--- src/lpvg_pkg.sv ---
// Functional notes
// - each line starts with mode, colour control bytes
// - read downward from top of 8K/32K block
// - every line decoded on its own
// - graphics line lasts two scans per count step
// - character row height is count plus one scans
// - mode bits 7:6 pick one of four display modes
// - colour byte: bits 3:0 colour, 5:4 register select
// - write only if bit 7 set; bit 6 clear gives unit colour
// - four-colour modes show colour registers only
// - 4-bit code is system colour, 2-bit picks register
// - field of 8 blobs from one byte pair
// - consume mode-dependent data bytes, then next line
// - characters are 8 blobs wide from character ROM
// - four-colour index: upper and lower bit, msb first
// - sixteen-colour: low byte bg/fg, high-byte bit (graphics) or dot bit (character) chooses
`default_nettype none
package lpvg_pkg;

  localparam int unsigned AXI_AW = 8;
  localparam int unsigned MEM_AW = 16;

  localparam logic [15:0] TOP_8K  = 16'h1fff;
  localparam logic [15:0] TOP_32K = 16'h7fff;

  localparam logic [7:0] OFF_CTRL   = 8'h00;
  localparam logic [7:0] OFF_STATUS = 8'h04;
  localparam logic [7:0] OFF_COLOUR = 8'h08;

  localparam int unsigned CTRL_EN_BIT  = 0;
  localparam int unsigned CTRL_BIG_BIT = 1;
  localparam logic [1:0]  CTRL_RESET   = 2'h0;

  localparam int unsigned ST_MODE_LSB  = 8;
  localparam int unsigned ST_SCAN_LSB  = 16;

  localparam int unsigned MB_MODE_LSB = 6;
  localparam int unsigned MB_DEF_LSB  = 4;
  localparam int unsigned MB_REP_LSB  = 0;

  localparam int unsigned CC_WE_BIT    = 7;
  localparam int unsigned CC_MULTI_BIT = 6;
  localparam int unsigned CC_SEL_LSB   = 4;
  localparam int unsigned CC_COL_LSB   = 0;

  localparam logic [3:0] COLOUR_BLACK = 4'h0;
  localparam logic [3:0] COLOUR_WHITE = 4'hf;

  localparam logic [2:0] FIELD_LAST_BLOB = 3'h7;
  localparam logic [7:0] IDX_MODE  = 8'h00;
  localparam logic [7:0] IDX_COL   = 8'h01;
  localparam logic [7:0] IDX_DATA0 = 8'h02;

  localparam logic [1:0] RESP_OKAY   = 2'h0;
  localparam logic [1:0] RESP_DECERR = 2'h3;

  typedef enum logic [1:0] {
    MODE_G4  = 2'b00,
    MODE_C4  = 2'b01,
    MODE_G16 = 2'b10,
    MODE_C16 = 2'b11
  } lpvg_mode_t;

  // data bytes per line: two per field, 11, 22, 44 or 66 fields by def
  function automatic logic [7:0] data_bytes(input logic [1:0] def);
    case (def)
      2'b00:   data_bytes = 8'h16;
      2'b01:   data_bytes = 8'h2c;
      2'b10:   data_bytes = 8'h58;
      default: data_bytes = 8'h84;
    endcase
  endfunction

  function automatic logic [5:0] line_scans(input logic [1:0] mode, input logic [3:0] rep);
    if (mode[0]) begin
      line_scans = {2'h0, rep} + 6'h01;
    end else begin
      line_scans = {1'b0, rep, 1'b0} + 6'h02;
    end
  endfunction

endpackage
`default_nettype wire

--- src/lpvg_blob.sv ---
`timescale 1ns/1ps
`default_nettype none
module lpvg_blob (
  // line and field
  input  wire logic [1:0]  mode,
  input  wire logic        unit,
  input  wire logic [7:0]  hi_byte,
  input  wire logic [7:0]  lo_byte,
  input  wire logic [7:0]  dots,
  input  wire logic [2:0]  blob,
  // colour registers, entry 0 in the low nibble
  input  wire logic [15:0] colours,
  // result
  output logic      [3:0]  colour
);

  function automatic logic [3:0] pick(input logic [15:0] regs, input logic [1:0] idx);
    pick = regs[{idx, 2'b00} +: 4];
  endfunction

  logic [2:0] sel;

  always_comb begin
    sel = lpvg_pkg::FIELD_LAST_BLOB - blob; // msb first
    if (unit) begin
      colour = pick(colours, 2'h0);
    end else begin
      case (mode)
        lpvg_pkg::MODE_G4:  colour = pick(colours, {hi_byte[sel], lo_byte[sel]});
        lpvg_pkg::MODE_C4:  colour = pick(colours, {lo_byte[sel], dots[sel]});
        lpvg_pkg::MODE_G16: colour = hi_byte[sel] ? lo_byte[7:4] : lo_byte[3:0];
        default:            colour = dots[sel] ? lo_byte[7:4] : lo_byte[3:0];
      endcase
    end
  end

endmodule // lpvg_blob
`default_nettype wire

--- src/lpvg_top.sv ---
// The register offsets and the AXI4-Lite interface to the registers were chosen for this implementation.
`timescale 1ns/1ps
`default_nettype none
module lpvg_top #(
  parameter int unsigned FRAME_SCANS  = 520,
  parameter int unsigned HBLANK_TICKS = 8,
  parameter int unsigned PIX_DIV      = 1
) (
  // clock and reset
  input  wire logic        CLK,
  input  wire logic        RESET_N,
  // axi4-lite slave
  input  wire logic [7:0]  S_AXI_AWADDR,
  input  wire logic        S_AXI_AWVALID,
  output logic             S_AXI_AWREADY,
  input  wire logic [31:0] S_AXI_WDATA,
  input  wire logic [3:0]  S_AXI_WSTRB,
  input  wire logic        S_AXI_WVALID,
  output logic             S_AXI_WREADY,
  output logic [1:0]       S_AXI_BRESP,
  output logic             S_AXI_BVALID,
  input  wire logic        S_AXI_BREADY,
  input  wire logic [7:0]  S_AXI_ARADDR,
  input  wire logic        S_AXI_ARVALID,
  output logic             S_AXI_ARREADY,
  output logic [31:0]      S_AXI_RDATA,
  output logic [1:0]       S_AXI_RRESP,
  output logic             S_AXI_RVALID,
  input  wire logic        S_AXI_RREADY,
  // display ram read port, data must stand while the strobe is high
  output logic [15:0]      MEM_ADDR,
  output logic             MEM_RD,
  input  wire logic [7:0]  MEM_RDATA,
  // character rom, data valid in the same cycle as the address
  output logic [11:0]      CGEN_ADDR,
  input  wire logic [7:0]  CGEN_DATA,
  // raster
  output logic [3:0]       VIDEO_COLOUR,
  output logic             VIDEO_ACTIVE,
  output logic             SCAN_START,
  output logic             FRAME_START
);

  if (FRAME_SCANS < 2 || FRAME_SCANS > 1023 || HBLANK_TICKS < 1 || HBLANK_TICKS > 255
      || PIX_DIV < 1 || PIX_DIV > 255) begin : g_param_check
    $error("lpvg_top: parameter out of range");
  end

  typedef enum logic [2:0] {
    ST_IDLE      = 3'b000,
    ST_FETCH_REQ = 3'b001,
    ST_FETCH_CAP = 3'b010,
    ST_LOAD      = 3'b011,
    ST_BLOB      = 3'b100,
    ST_HBLANK    = 3'b101
  } lpvg_state_t;

  localparam logic [9:0] FRAME_LAST = 10'(FRAME_SCANS - 1);
  localparam logic [7:0] HB_LAST    = 8'(HBLANK_TICKS - 1);
  localparam logic [7:0] DIV_LAST   = 8'(PIX_DIV - 1);

  // line buffer, widest line is 132 bytes
  logic [7:0] line_buf [132];

  // software-visible control
  logic [1:0]  ctrl_reg, ctrl_next;

  // fetch and raster state
  lpvg_state_t state_reg, state_next;
  logic [15:0] addr_reg, addr_next;
  logic [7:0]  idx_reg, idx_next;
  logic [7:0]  nbytes_reg, nbytes_next;
  logic [7:0]  mode_reg, mode_next;
  logic        unit_reg, unit_next;
  logic [15:0] colours_reg, colours_next;
  logic [5:0]  scan_reg, scan_next;
  logic [9:0]  fscan_reg, fscan_next;
  logic [6:0]  field_reg, field_next;
  logic [2:0]  blob_reg, blob_next;
  logic [7:0]  hb_reg, hb_next;
  logic [7:0]  div_reg, div_next;
  logic [7:0]  hi_reg, hi_next;
  logic [7:0]  lo_reg, lo_next;
  logic [15:0] mem_addr_reg, mem_addr_next;
  logic        mem_rd_reg, mem_rd_next;
  logic [11:0] cgen_reg, cgen_next;
  logic [3:0]  vcol_reg, vcol_next;
  logic        vact_reg, vact_next;
  logic        sstart_reg, sstart_next;
  logic        fstart_reg, fstart_next;

  // axi state
  logic        aw_have_reg, aw_have_next;
  logic [7:0]  aw_addr_reg, aw_addr_next;
  logic        w_have_reg, w_have_next;
  logic [31:0] w_data_reg, w_data_next;
  logic        w_strb_reg, w_strb_next;
  logic        awrdy_reg, awrdy_next;
  logic        wrdy_reg, wrdy_next;
  logic        bvalid_reg, bvalid_next;
  logic [1:0]  bresp_reg, bresp_next;
  logic        arrdy_reg, arrdy_next;
  logic        rvalid_reg, rvalid_next;
  logic [31:0] rdata_reg, rdata_next;
  logic [1:0]  rresp_reg, rresp_next;

  logic        tick;
  logic [3:0]  blob_colour;
  logic [15:0] top_addr;
  logic [6:0]  field_last;

  assign tick       = (div_reg == DIV_LAST);
  assign top_addr   = ctrl_reg[lpvg_pkg::CTRL_BIG_BIT] ? lpvg_pkg::TOP_32K : lpvg_pkg::TOP_8K;
  assign field_last = nbytes_reg[7:1] - 7'h01;

  lpvg_blob u_blob (
    .mode    (mode_reg[lpvg_pkg::MB_MODE_LSB +: 2]),
    .unit    (unit_reg),
    .hi_byte (hi_reg),
    .lo_byte (lo_reg),
    .dots    (CGEN_DATA),
    .blob    (blob_reg),
    .colours (colours_reg),
    .colour  (blob_colour)
  );

  // axi4-lite slave; one write and one read in flight
  always_comb begin
    aw_have_next = aw_have_reg;
    aw_addr_next = aw_addr_reg;
    w_have_next  = w_have_reg;
    w_data_next  = w_data_reg;
    w_strb_next  = w_strb_reg;
    bvalid_next  = bvalid_reg;
    bresp_next   = bresp_reg;
    rvalid_next  = rvalid_reg;
    rdata_next   = rdata_reg;
    rresp_next   = rresp_reg;
    ctrl_next    = ctrl_reg;
    if (S_AXI_AWVALID && awrdy_reg) begin
      aw_have_next = 1'b1;
      aw_addr_next = S_AXI_AWADDR;
    end
    if (S_AXI_WVALID && wrdy_reg) begin
      w_have_next = 1'b1;
      w_data_next = S_AXI_WDATA;
      w_strb_next = S_AXI_WSTRB[0];
    end
    if (aw_have_reg && w_have_reg && !bvalid_reg) begin
      aw_have_next = 1'b0;
      w_have_next  = 1'b0;
      bvalid_next  = 1'b1;
      bresp_next   = lpvg_pkg::RESP_OKAY;
      if (aw_addr_reg == lpvg_pkg::OFF_CTRL) begin
        if (w_strb_reg) begin
          ctrl_next = w_data_reg[1:0];
        end
      end else if (aw_addr_reg != lpvg_pkg::OFF_STATUS && aw_addr_reg != lpvg_pkg::OFF_COLOUR) begin
        bresp_next = lpvg_pkg::RESP_DECERR;
      end
    end else if (bvalid_reg && S_AXI_BREADY) begin
      bvalid_next = 1'b0;
    end
    if (S_AXI_ARVALID && arrdy_reg) begin
      rvalid_next = 1'b1;
      rresp_next  = lpvg_pkg::RESP_OKAY;
      case (S_AXI_ARADDR)
        lpvg_pkg::OFF_CTRL:   rdata_next = {30'h0, ctrl_reg};
        lpvg_pkg::OFF_STATUS: rdata_next = {6'h0, fscan_reg, mode_reg, 7'h0,
                                            (state_reg != ST_IDLE)};
        lpvg_pkg::OFF_COLOUR: rdata_next = {16'h0, colours_reg};
        default: begin
          rdata_next = 32'h0;
          rresp_next = lpvg_pkg::RESP_DECERR;
        end
      endcase
    end else if (rvalid_reg && S_AXI_RREADY) begin
      rvalid_next = 1'b0;
    end
    awrdy_next = !aw_have_next && !bvalid_next;
    wrdy_next  = !w_have_next && !bvalid_next;
    arrdy_next = !rvalid_next;
  end

  // line fetch and raster sequencer
  always_comb begin
    state_next    = state_reg;
    addr_next     = addr_reg;
    idx_next      = idx_reg;
    nbytes_next   = nbytes_reg;
    mode_next     = mode_reg;
    unit_next     = unit_reg;
    colours_next  = colours_reg;
    scan_next     = scan_reg;
    fscan_next    = fscan_reg;
    field_next    = field_reg;
    blob_next     = blob_reg;
    hb_next       = hb_reg;
    hi_next       = hi_reg;
    lo_next       = lo_reg;
    cgen_next     = cgen_reg;
    vcol_next     = vcol_reg;
    vact_next     = vact_reg;
    mem_addr_next = mem_addr_reg;
    mem_rd_next   = 1'b0;
    sstart_next   = 1'b0;
    fstart_next   = 1'b0;
    div_next      = tick ? 8'h00 : div_reg + 8'h01;
    case (state_reg)
      ST_IDLE: begin
        vact_next = 1'b0;
        vcol_next = lpvg_pkg::COLOUR_BLACK;
        if (ctrl_reg[lpvg_pkg::CTRL_EN_BIT]) begin
          addr_next   = top_addr;
          fscan_next  = 10'h000;
          idx_next    = lpvg_pkg::IDX_MODE;
          fstart_next = 1'b1;
          state_next  = ST_FETCH_REQ;
        end
      end
      ST_FETCH_REQ: begin
        mem_rd_next   = 1'b1;
        mem_addr_next = addr_reg;
        state_next    = ST_FETCH_CAP;
      end
      ST_FETCH_CAP: begin
        addr_next  = addr_reg - 16'h0001;
        idx_next   = idx_reg + 8'h01;
        state_next = ST_FETCH_REQ;
        if (idx_reg == lpvg_pkg::IDX_MODE) begin
          mode_next   = MEM_RDATA;
          nbytes_next = lpvg_pkg::data_bytes(MEM_RDATA[lpvg_pkg::MB_DEF_LSB +: 2]);
        end else if (idx_reg == lpvg_pkg::IDX_COL) begin
          unit_next = !MEM_RDATA[lpvg_pkg::CC_MULTI_BIT];
          if (MEM_RDATA[lpvg_pkg::CC_WE_BIT]) begin
            colours_next[{MEM_RDATA[lpvg_pkg::CC_SEL_LSB +: 2], 2'b00} +: 4] =
              MEM_RDATA[lpvg_pkg::CC_COL_LSB +: 4];
          end
        end else if (idx_reg == nbytes_reg + 8'h01) begin
          scan_next   = 6'h00;
          field_next  = 7'h00;
          sstart_next = 1'b1;
          state_next  = ST_LOAD;
        end
      end
      ST_LOAD: begin
        vact_next = 1'b0; // dark load slot keeps every field at 8 blobs
        vcol_next = lpvg_pkg::COLOUR_BLACK;
        if (tick) begin
          hi_next    = line_buf[{field_reg, 1'b0}];
          lo_next    = line_buf[{field_reg, 1'b1}];
          cgen_next  = {line_buf[{field_reg, 1'b0}], scan_reg[3:0]};
          blob_next  = 3'h0;
          state_next = ST_BLOB;
        end
      end
      ST_BLOB: begin
        if (tick) begin
          vcol_next = blob_colour;
          vact_next = 1'b1;
          blob_next = blob_reg + 3'h1;
          if (blob_reg == lpvg_pkg::FIELD_LAST_BLOB) begin
            if (field_reg == field_last) begin
              hb_next    = 8'h00;
              state_next = ST_HBLANK;
            end else begin
              field_next = field_reg + 7'h01;
              state_next = ST_LOAD;
            end
          end
        end
      end
      ST_HBLANK: begin
        vact_next = 1'b0;
        vcol_next = lpvg_pkg::COLOUR_BLACK;
        if (tick) begin
          hb_next = hb_reg + 8'h01;
          if (hb_reg == HB_LAST) begin
            fscan_next = fscan_reg + 10'h001;
            scan_next  = scan_reg + 6'h01;
            field_next = 7'h00;
            if (scan_next == lpvg_pkg::line_scans(mode_reg[lpvg_pkg::MB_MODE_LSB +: 2],
                                                  mode_reg[lpvg_pkg::MB_REP_LSB +: 4])) begin
              idx_next   = lpvg_pkg::IDX_MODE;
              state_next = ST_FETCH_REQ;
              if (fscan_reg >= FRAME_LAST) begin
                addr_next   = top_addr;
                fscan_next  = 10'h000;
                fstart_next = 1'b1;
              end
              if (!ctrl_reg[lpvg_pkg::CTRL_EN_BIT]) begin
                fstart_next = 1'b0;
                state_next  = ST_IDLE;
              end
            end else begin
              sstart_next = 1'b1;
              state_next  = ST_LOAD;
            end
          end
        end
      end
      default: begin
        state_next = ST_IDLE;
      end
    endcase
  end

  // buffer holds its own array; only the capture state writes it
  always_ff @(posedge CLK) begin
    if (state_reg == ST_FETCH_CAP && idx_reg >= lpvg_pkg::IDX_DATA0) begin
      line_buf[idx_reg - lpvg_pkg::IDX_DATA0] <= MEM_RDATA;
    end
  end

  always_ff @(posedge CLK or negedge RESET_N) begin
    if (!RESET_N) begin
      ctrl_reg     <= lpvg_pkg::CTRL_RESET;
      state_reg    <= ST_IDLE;
      addr_reg     <= 16'h0000;
      idx_reg      <= 8'h00;
      nbytes_reg   <= 8'h16;
      mode_reg     <= 8'h00;
      unit_reg     <= 1'b0;
      colours_reg  <= 16'h0000;
      scan_reg     <= 6'h00;
      fscan_reg    <= 10'h000;
      field_reg    <= 7'h00;
      blob_reg     <= 3'h0;
      hb_reg       <= 8'h00;
      div_reg      <= 8'h00;
      hi_reg       <= 8'h00;
      lo_reg       <= 8'h00;
      mem_addr_reg <= 16'h0000;
      mem_rd_reg   <= 1'b0;
      cgen_reg     <= 12'h000;
      vcol_reg     <= lpvg_pkg::COLOUR_BLACK;
      vact_reg     <= 1'b0;
      sstart_reg   <= 1'b0;
      fstart_reg   <= 1'b0;
      aw_have_reg  <= 1'b0;
      aw_addr_reg  <= 8'h00;
      w_have_reg   <= 1'b0;
      w_data_reg   <= 32'h0;
      w_strb_reg   <= 1'b0;
      awrdy_reg    <= 1'b0;
      wrdy_reg     <= 1'b0;
      bvalid_reg   <= 1'b0;
      bresp_reg    <= lpvg_pkg::RESP_OKAY;
      arrdy_reg    <= 1'b0;
      rvalid_reg   <= 1'b0;
      rdata_reg    <= 32'h0;
      rresp_reg    <= lpvg_pkg::RESP_OKAY;
    end else begin
      ctrl_reg     <= ctrl_next;
      state_reg    <= state_next;
      addr_reg     <= addr_next;
      idx_reg      <= idx_next;
      nbytes_reg   <= nbytes_next;
      mode_reg     <= mode_next;
      unit_reg     <= unit_next;
      colours_reg  <= colours_next;
      scan_reg     <= scan_next;
      fscan_reg    <= fscan_next;
      field_reg    <= field_next;
      blob_reg     <= blob_next;
      hb_reg       <= hb_next;
      div_reg      <= div_next;
      hi_reg       <= hi_next;
      lo_reg       <= lo_next;
      mem_addr_reg <= mem_addr_next;
      mem_rd_reg   <= mem_rd_next;
      cgen_reg     <= cgen_next;
      vcol_reg     <= vcol_next;
      vact_reg     <= vact_next;
      sstart_reg   <= sstart_next;
      fstart_reg   <= fstart_next;
      aw_have_reg  <= aw_have_next;
      aw_addr_reg  <= aw_addr_next;
      w_have_reg   <= w_have_next;
      w_data_reg   <= w_data_next;
      w_strb_reg   <= w_strb_next;
      awrdy_reg    <= awrdy_next;
      wrdy_reg     <= wrdy_next;
      bvalid_reg   <= bvalid_next;
      bresp_reg    <= bresp_next;
      arrdy_reg    <= arrdy_next;
      rvalid_reg   <= rvalid_next;
      rdata_reg    <= rdata_next;
      rresp_reg    <= rresp_next;
    end
  end

  assign S_AXI_AWREADY = awrdy_reg;
  assign S_AXI_WREADY  = wrdy_reg;
  assign S_AXI_BVALID  = bvalid_reg;
  assign S_AXI_BRESP   = bresp_reg;
  assign S_AXI_ARREADY = arrdy_reg;
  assign S_AXI_RVALID  = rvalid_reg;
  assign S_AXI_RDATA   = rdata_reg;
  assign S_AXI_RRESP   = rresp_reg;
  assign MEM_ADDR      = mem_addr_reg;
  assign MEM_RD        = mem_rd_reg;
  assign CGEN_ADDR     = cgen_reg;
  assign VIDEO_COLOUR  = vcol_reg;
  assign VIDEO_ACTIVE  = vact_reg;
  assign SCAN_START    = sstart_reg;
  assign FRAME_START   = fstart_reg;

endmodule // lpvg_top
`default_nettype wire

--- config.mk ---
export PLATFORM = sky130hd
export DESIGN_NAME = lpvg_top
export DESIGN_NICKNAME = d
export VERILOG_FILES = /design/src/lpvg_pkg.sv /design/src/lpvg_blob.sv /design/src/lpvg_top.sv
export SDC_FILE = /design/constraint.sdc
export NUM_CORES = 1
export LEC_CHECK = 0
export BUFFER_PORTS_ARGS = -buffer_cell sky130_fd_sc_hd__buf_4
export CORE_MARGIN = 2
export CORE_UTILIZATION = 30
export DETAILED_ROUTE_END_ITERATION = 16
export PLACE_DENSITY = 0.53
export SLEW_MARGIN = 10
export SYNTH_ARGS = -nofsm -noshare
export SYNTH_HDL_FRONTEND = slang
export SYNTH_SLANG_ARGS = --single-unit
--- constraint.sdc ---
create_clock -name CLK -period 7.3 [get_ports CLK]
set_clock_uncertainty 0.1 [all_clocks]
set_input_delay 1.825 -clock CLK [delete_from_list [all_inputs] [get_ports CLK]]
set_output_delay 1.825 -clock CLK [all_outputs]
set_load 0.1 [all_outputs]
==> summary.txt <==
Synthesis
  – Asr flop ratio synth: 0.155
  – Top cell type's share of synthesized area: 0.621
  – Synthesis-stage register bit count: 1,249
  – Synth Area per Inst: 17.9 sq um
  – Post-synthesis sequential area ratio: 0.716
  – Cells after synthesis: 2,857
  – Primary FF master, synth: edfxtp_1
  – Cell with the most instances after synthesis: edfxtp_1
  – Synth warn: 0
  – EDFF count, synth: 1,056
  – Largest area contributor in the netlist: edfxtp_1
  – Unique masters post-synth: 81
  – Top cells by area, synth: edfxtp_1 (62%), mux4_2 (13%), dfrtp_1 (9.3%)
  – Commonest cells post-synth: edfxtp_1 (1,056), mux4_2 (286), nor2_1 (197)
  – Cell Area, Synth: 0.0510 sq mm

Worst setup path
  – R2r setup slk: 3.41 ns
  – Reg2reg end: line_buf[4][0]
  – Crit start category: flop
  – Critical Path RT: 7.57 ns
  – R2R depth: 5
  – CP Cell Sequence: inv_1, nor3_2, buf_4, nand3_1, nor2_1
  – CP Depth: 5
  – Buf/Inv on CP: 2
  – Critical R2R Launch: state_reg[1]
  – Crit path capture type: flop
  – CP Capture Point: line_buf[4][0]
  – Data arrival time of the worst path: 4.16 ns
  – Crit Path Class: flop to flop
  – Slowest cell on crit path: nor2_1
  – Crit Path Max Fanout: 33
  – CP max stage delay: 1.08 ns
  – Crit path max-delay family: simple AND/OR/NAND/NOR gates
  – Crit path from: state_reg[1]

Power
  – Switching power share of the total: 0.318
  – VDD IR max: 317 uV
  – Clock power frac: 0.323
  – Total power: 21.0 mW
  – Cell internal pwr: 14.3 mW
  – Combinational Power Share: 0.269
  – Flop pwr share: 0.408
  – Leakage: 18.8 nW
  – Switching power summed over all nets: 6.69 mW
  – Pwr Density: 358 mW/mm^2

Placed design
  – Placed insts: 5,066
  – Port Buffers: 112
  – RePlAce Congestion: 0.777
  – DP Area: 0.0543 sq mm
  – Half-perimeter wire length after placement: 74,600 um

STA
  – Setup TNS: 0 ns
  – Final worst hold slack: 0.357 ns
  – Fmax: 0.257 GHz
  – Fin crit period: 3.89 ns
  – Final period util: 0.533
  – Final setup fails: 0
  – Worst-margin pin slew: 1.22 ns
  – Final hold violations: 0
  – Final slew viol count: 0
  – Max transition margin: 0.184
  – Unrepaired setup endpoints after global routing: no

Routing
  – Routed vias/inst: 4.96
  – # DRC: 0
  – Total wire length: 124,000 um
  – Routed WL per cell: 23.4 um
  – DR pass1 iterations: 5
  – DR vias: 26,400
  – Initial DRC count: 2,172
  – Final ANT Viol Nets: 0

GRT
  – Vias in the first global route: 26,800
  – Pin count of the biggest net entering global routing: 131
  – First-pass GRT wire length: 184,000 um
  – Total GRT Usage: 0.143
  – Initial antenna violation count: 3
  – Remaining Overflow, GRT: 0

Run
  – Max-cap violations: 0

Finish
  – Max reg flops: 1,056
  – Area of the multi-input gates: 0.0137 sq mm
  – Fill cells: 15,900
  – Synth-to-layout area growth: 15.0%
  – Nets@finish: 3,087
  – Final Cell Area: 0.0587 sq mm
  – Layout cells sized above 1: 0.240
  – FF+latch area: 0.0366 sq mm
  – Non-Filler Instances: 5,320
  – Top reg by flops: line_buf

Clock tree
  – CTS sink cnt: 1,249
  – Cts hold-fix bufs: 0
  – CTS tree: yes
  – Clock tree buffer depth: 3
  – Postcts setup bufs: 0
  – Number of buffers created by CTS: 137
  – Post_cts resized: 0
  – Clock root cell: clkbuf_16
  – CTS clk-pin slew, worst paths: 0.06 ns
  – Worst-skew pair later-pin latency: 0.76 ns
  – H-tree Lvls: 4

Floorplan
  – Die width: 416 um
  – Vert. Die Dim: 416 um
  – # rows: 151
  – Die ar.: 0.173 sq mm
  – Boundary pin count: 152
  – Core footprint: 0.169 sq mm
  – Initial core utilization: 0.302

Status
  – Outcome: finished, final reports clean

Worst hold path
  – Hold Crit Class: flop to flop
cells by family (layout without fill, tap and decap cells):
group / count (synthesis) / after routing / synth area share
other cells: 1 / 8 / 0.0000735
simple gates: 572 / 572 / 0.0530
xor+xnor: 45 / 45 / 0.00772
flops: 1249 / 1249 / 0.716
fa+ha+maj: 25 / 25 / 0.00613
compound gates: 347 / 347 / 0.0438
mux: 437 / 437 / 0.158
buf+inv: 181 / 419 / 0.0155
per-layer routing:
layer | track usage | vias up | wire [um]
met5 | 0 | - | 0
met3 | 0.0241 | 146 | 5960
li1 | - | 11700 | -
met2 | 0.236 | 657 | 61100
met4 | 0.0362 | 0 | 2030
met1 | 0.195 | 13900 | 55200
layout make-up:
cell class / instances / share of cell area
diodes: 2 / 0.0000852
clock buffers: 163 / 0.0620
clock inverters: 89 / 0.0133
inverters: 26 / 0.00166
multi-input cells: 1432 / 0.234
flip-flops and latches: 1249 / 0.623
well taps: 2218 / 0.0473
repair buffers: 141 / 0.0192
worst min path at each step:
stage               startpoint      endpoint  cells past startpoint
floorplan           w_have_reg  S_AXI_WREADY                      1
global placement    w_have_reg  S_AXI_WREADY                      1
detailed placement  w_have_reg  S_AXI_WREADY                      1
CTS                 w_have_reg  S_AXI_WREADY                      1
global route        w_have_reg  S_AXI_WREADY                      1
finish              w_have_reg  S_AXI_WREADY                      1
power by group through the flow:
stage	logic [mW]	registers (mW)	clock network, mW
6_report	5.66	8.58	6.80
5_1_grt	6.08	8.64	7.24
4_1_cts	5.77	8.59	6.95
3_5_place_dp	5.76	8.74	0
3_3_place_gp	5.74	8.73	0
2_1_floorplan	3.84	8.96	0
through the flow:
| stage | utilization | setup slack, ns |
|---|---|---|
| global placement | 0.321 | 3.19 |
| floorplan | - | 3.66 |
| finish | 0.347 | 3.41 |
| detailed placement | 0.321 | 3.12 |
| CTS | 0.347 | 3.47 |
| global route | 0.347 | 3.29 |
layout by cell type (no fill, tap or decap), types with 28 or more instances in the layout:
cell          n
edfxtp_1   1056
mux4_2      286
nor2_1      197
dfrtp_1     186
nand2_1     163
clkbuf_16   138
buf_4       135
a21oi_1      93
o21ai_0      77
mux2_2       77
mux2i_1      74
nand3_1      49
clkinv_2     34
nor2b_1      29
nor3_1       29
a22o_1       29
xnor2_1      28
Note: power is estimated with default switching activity, not from simulation.
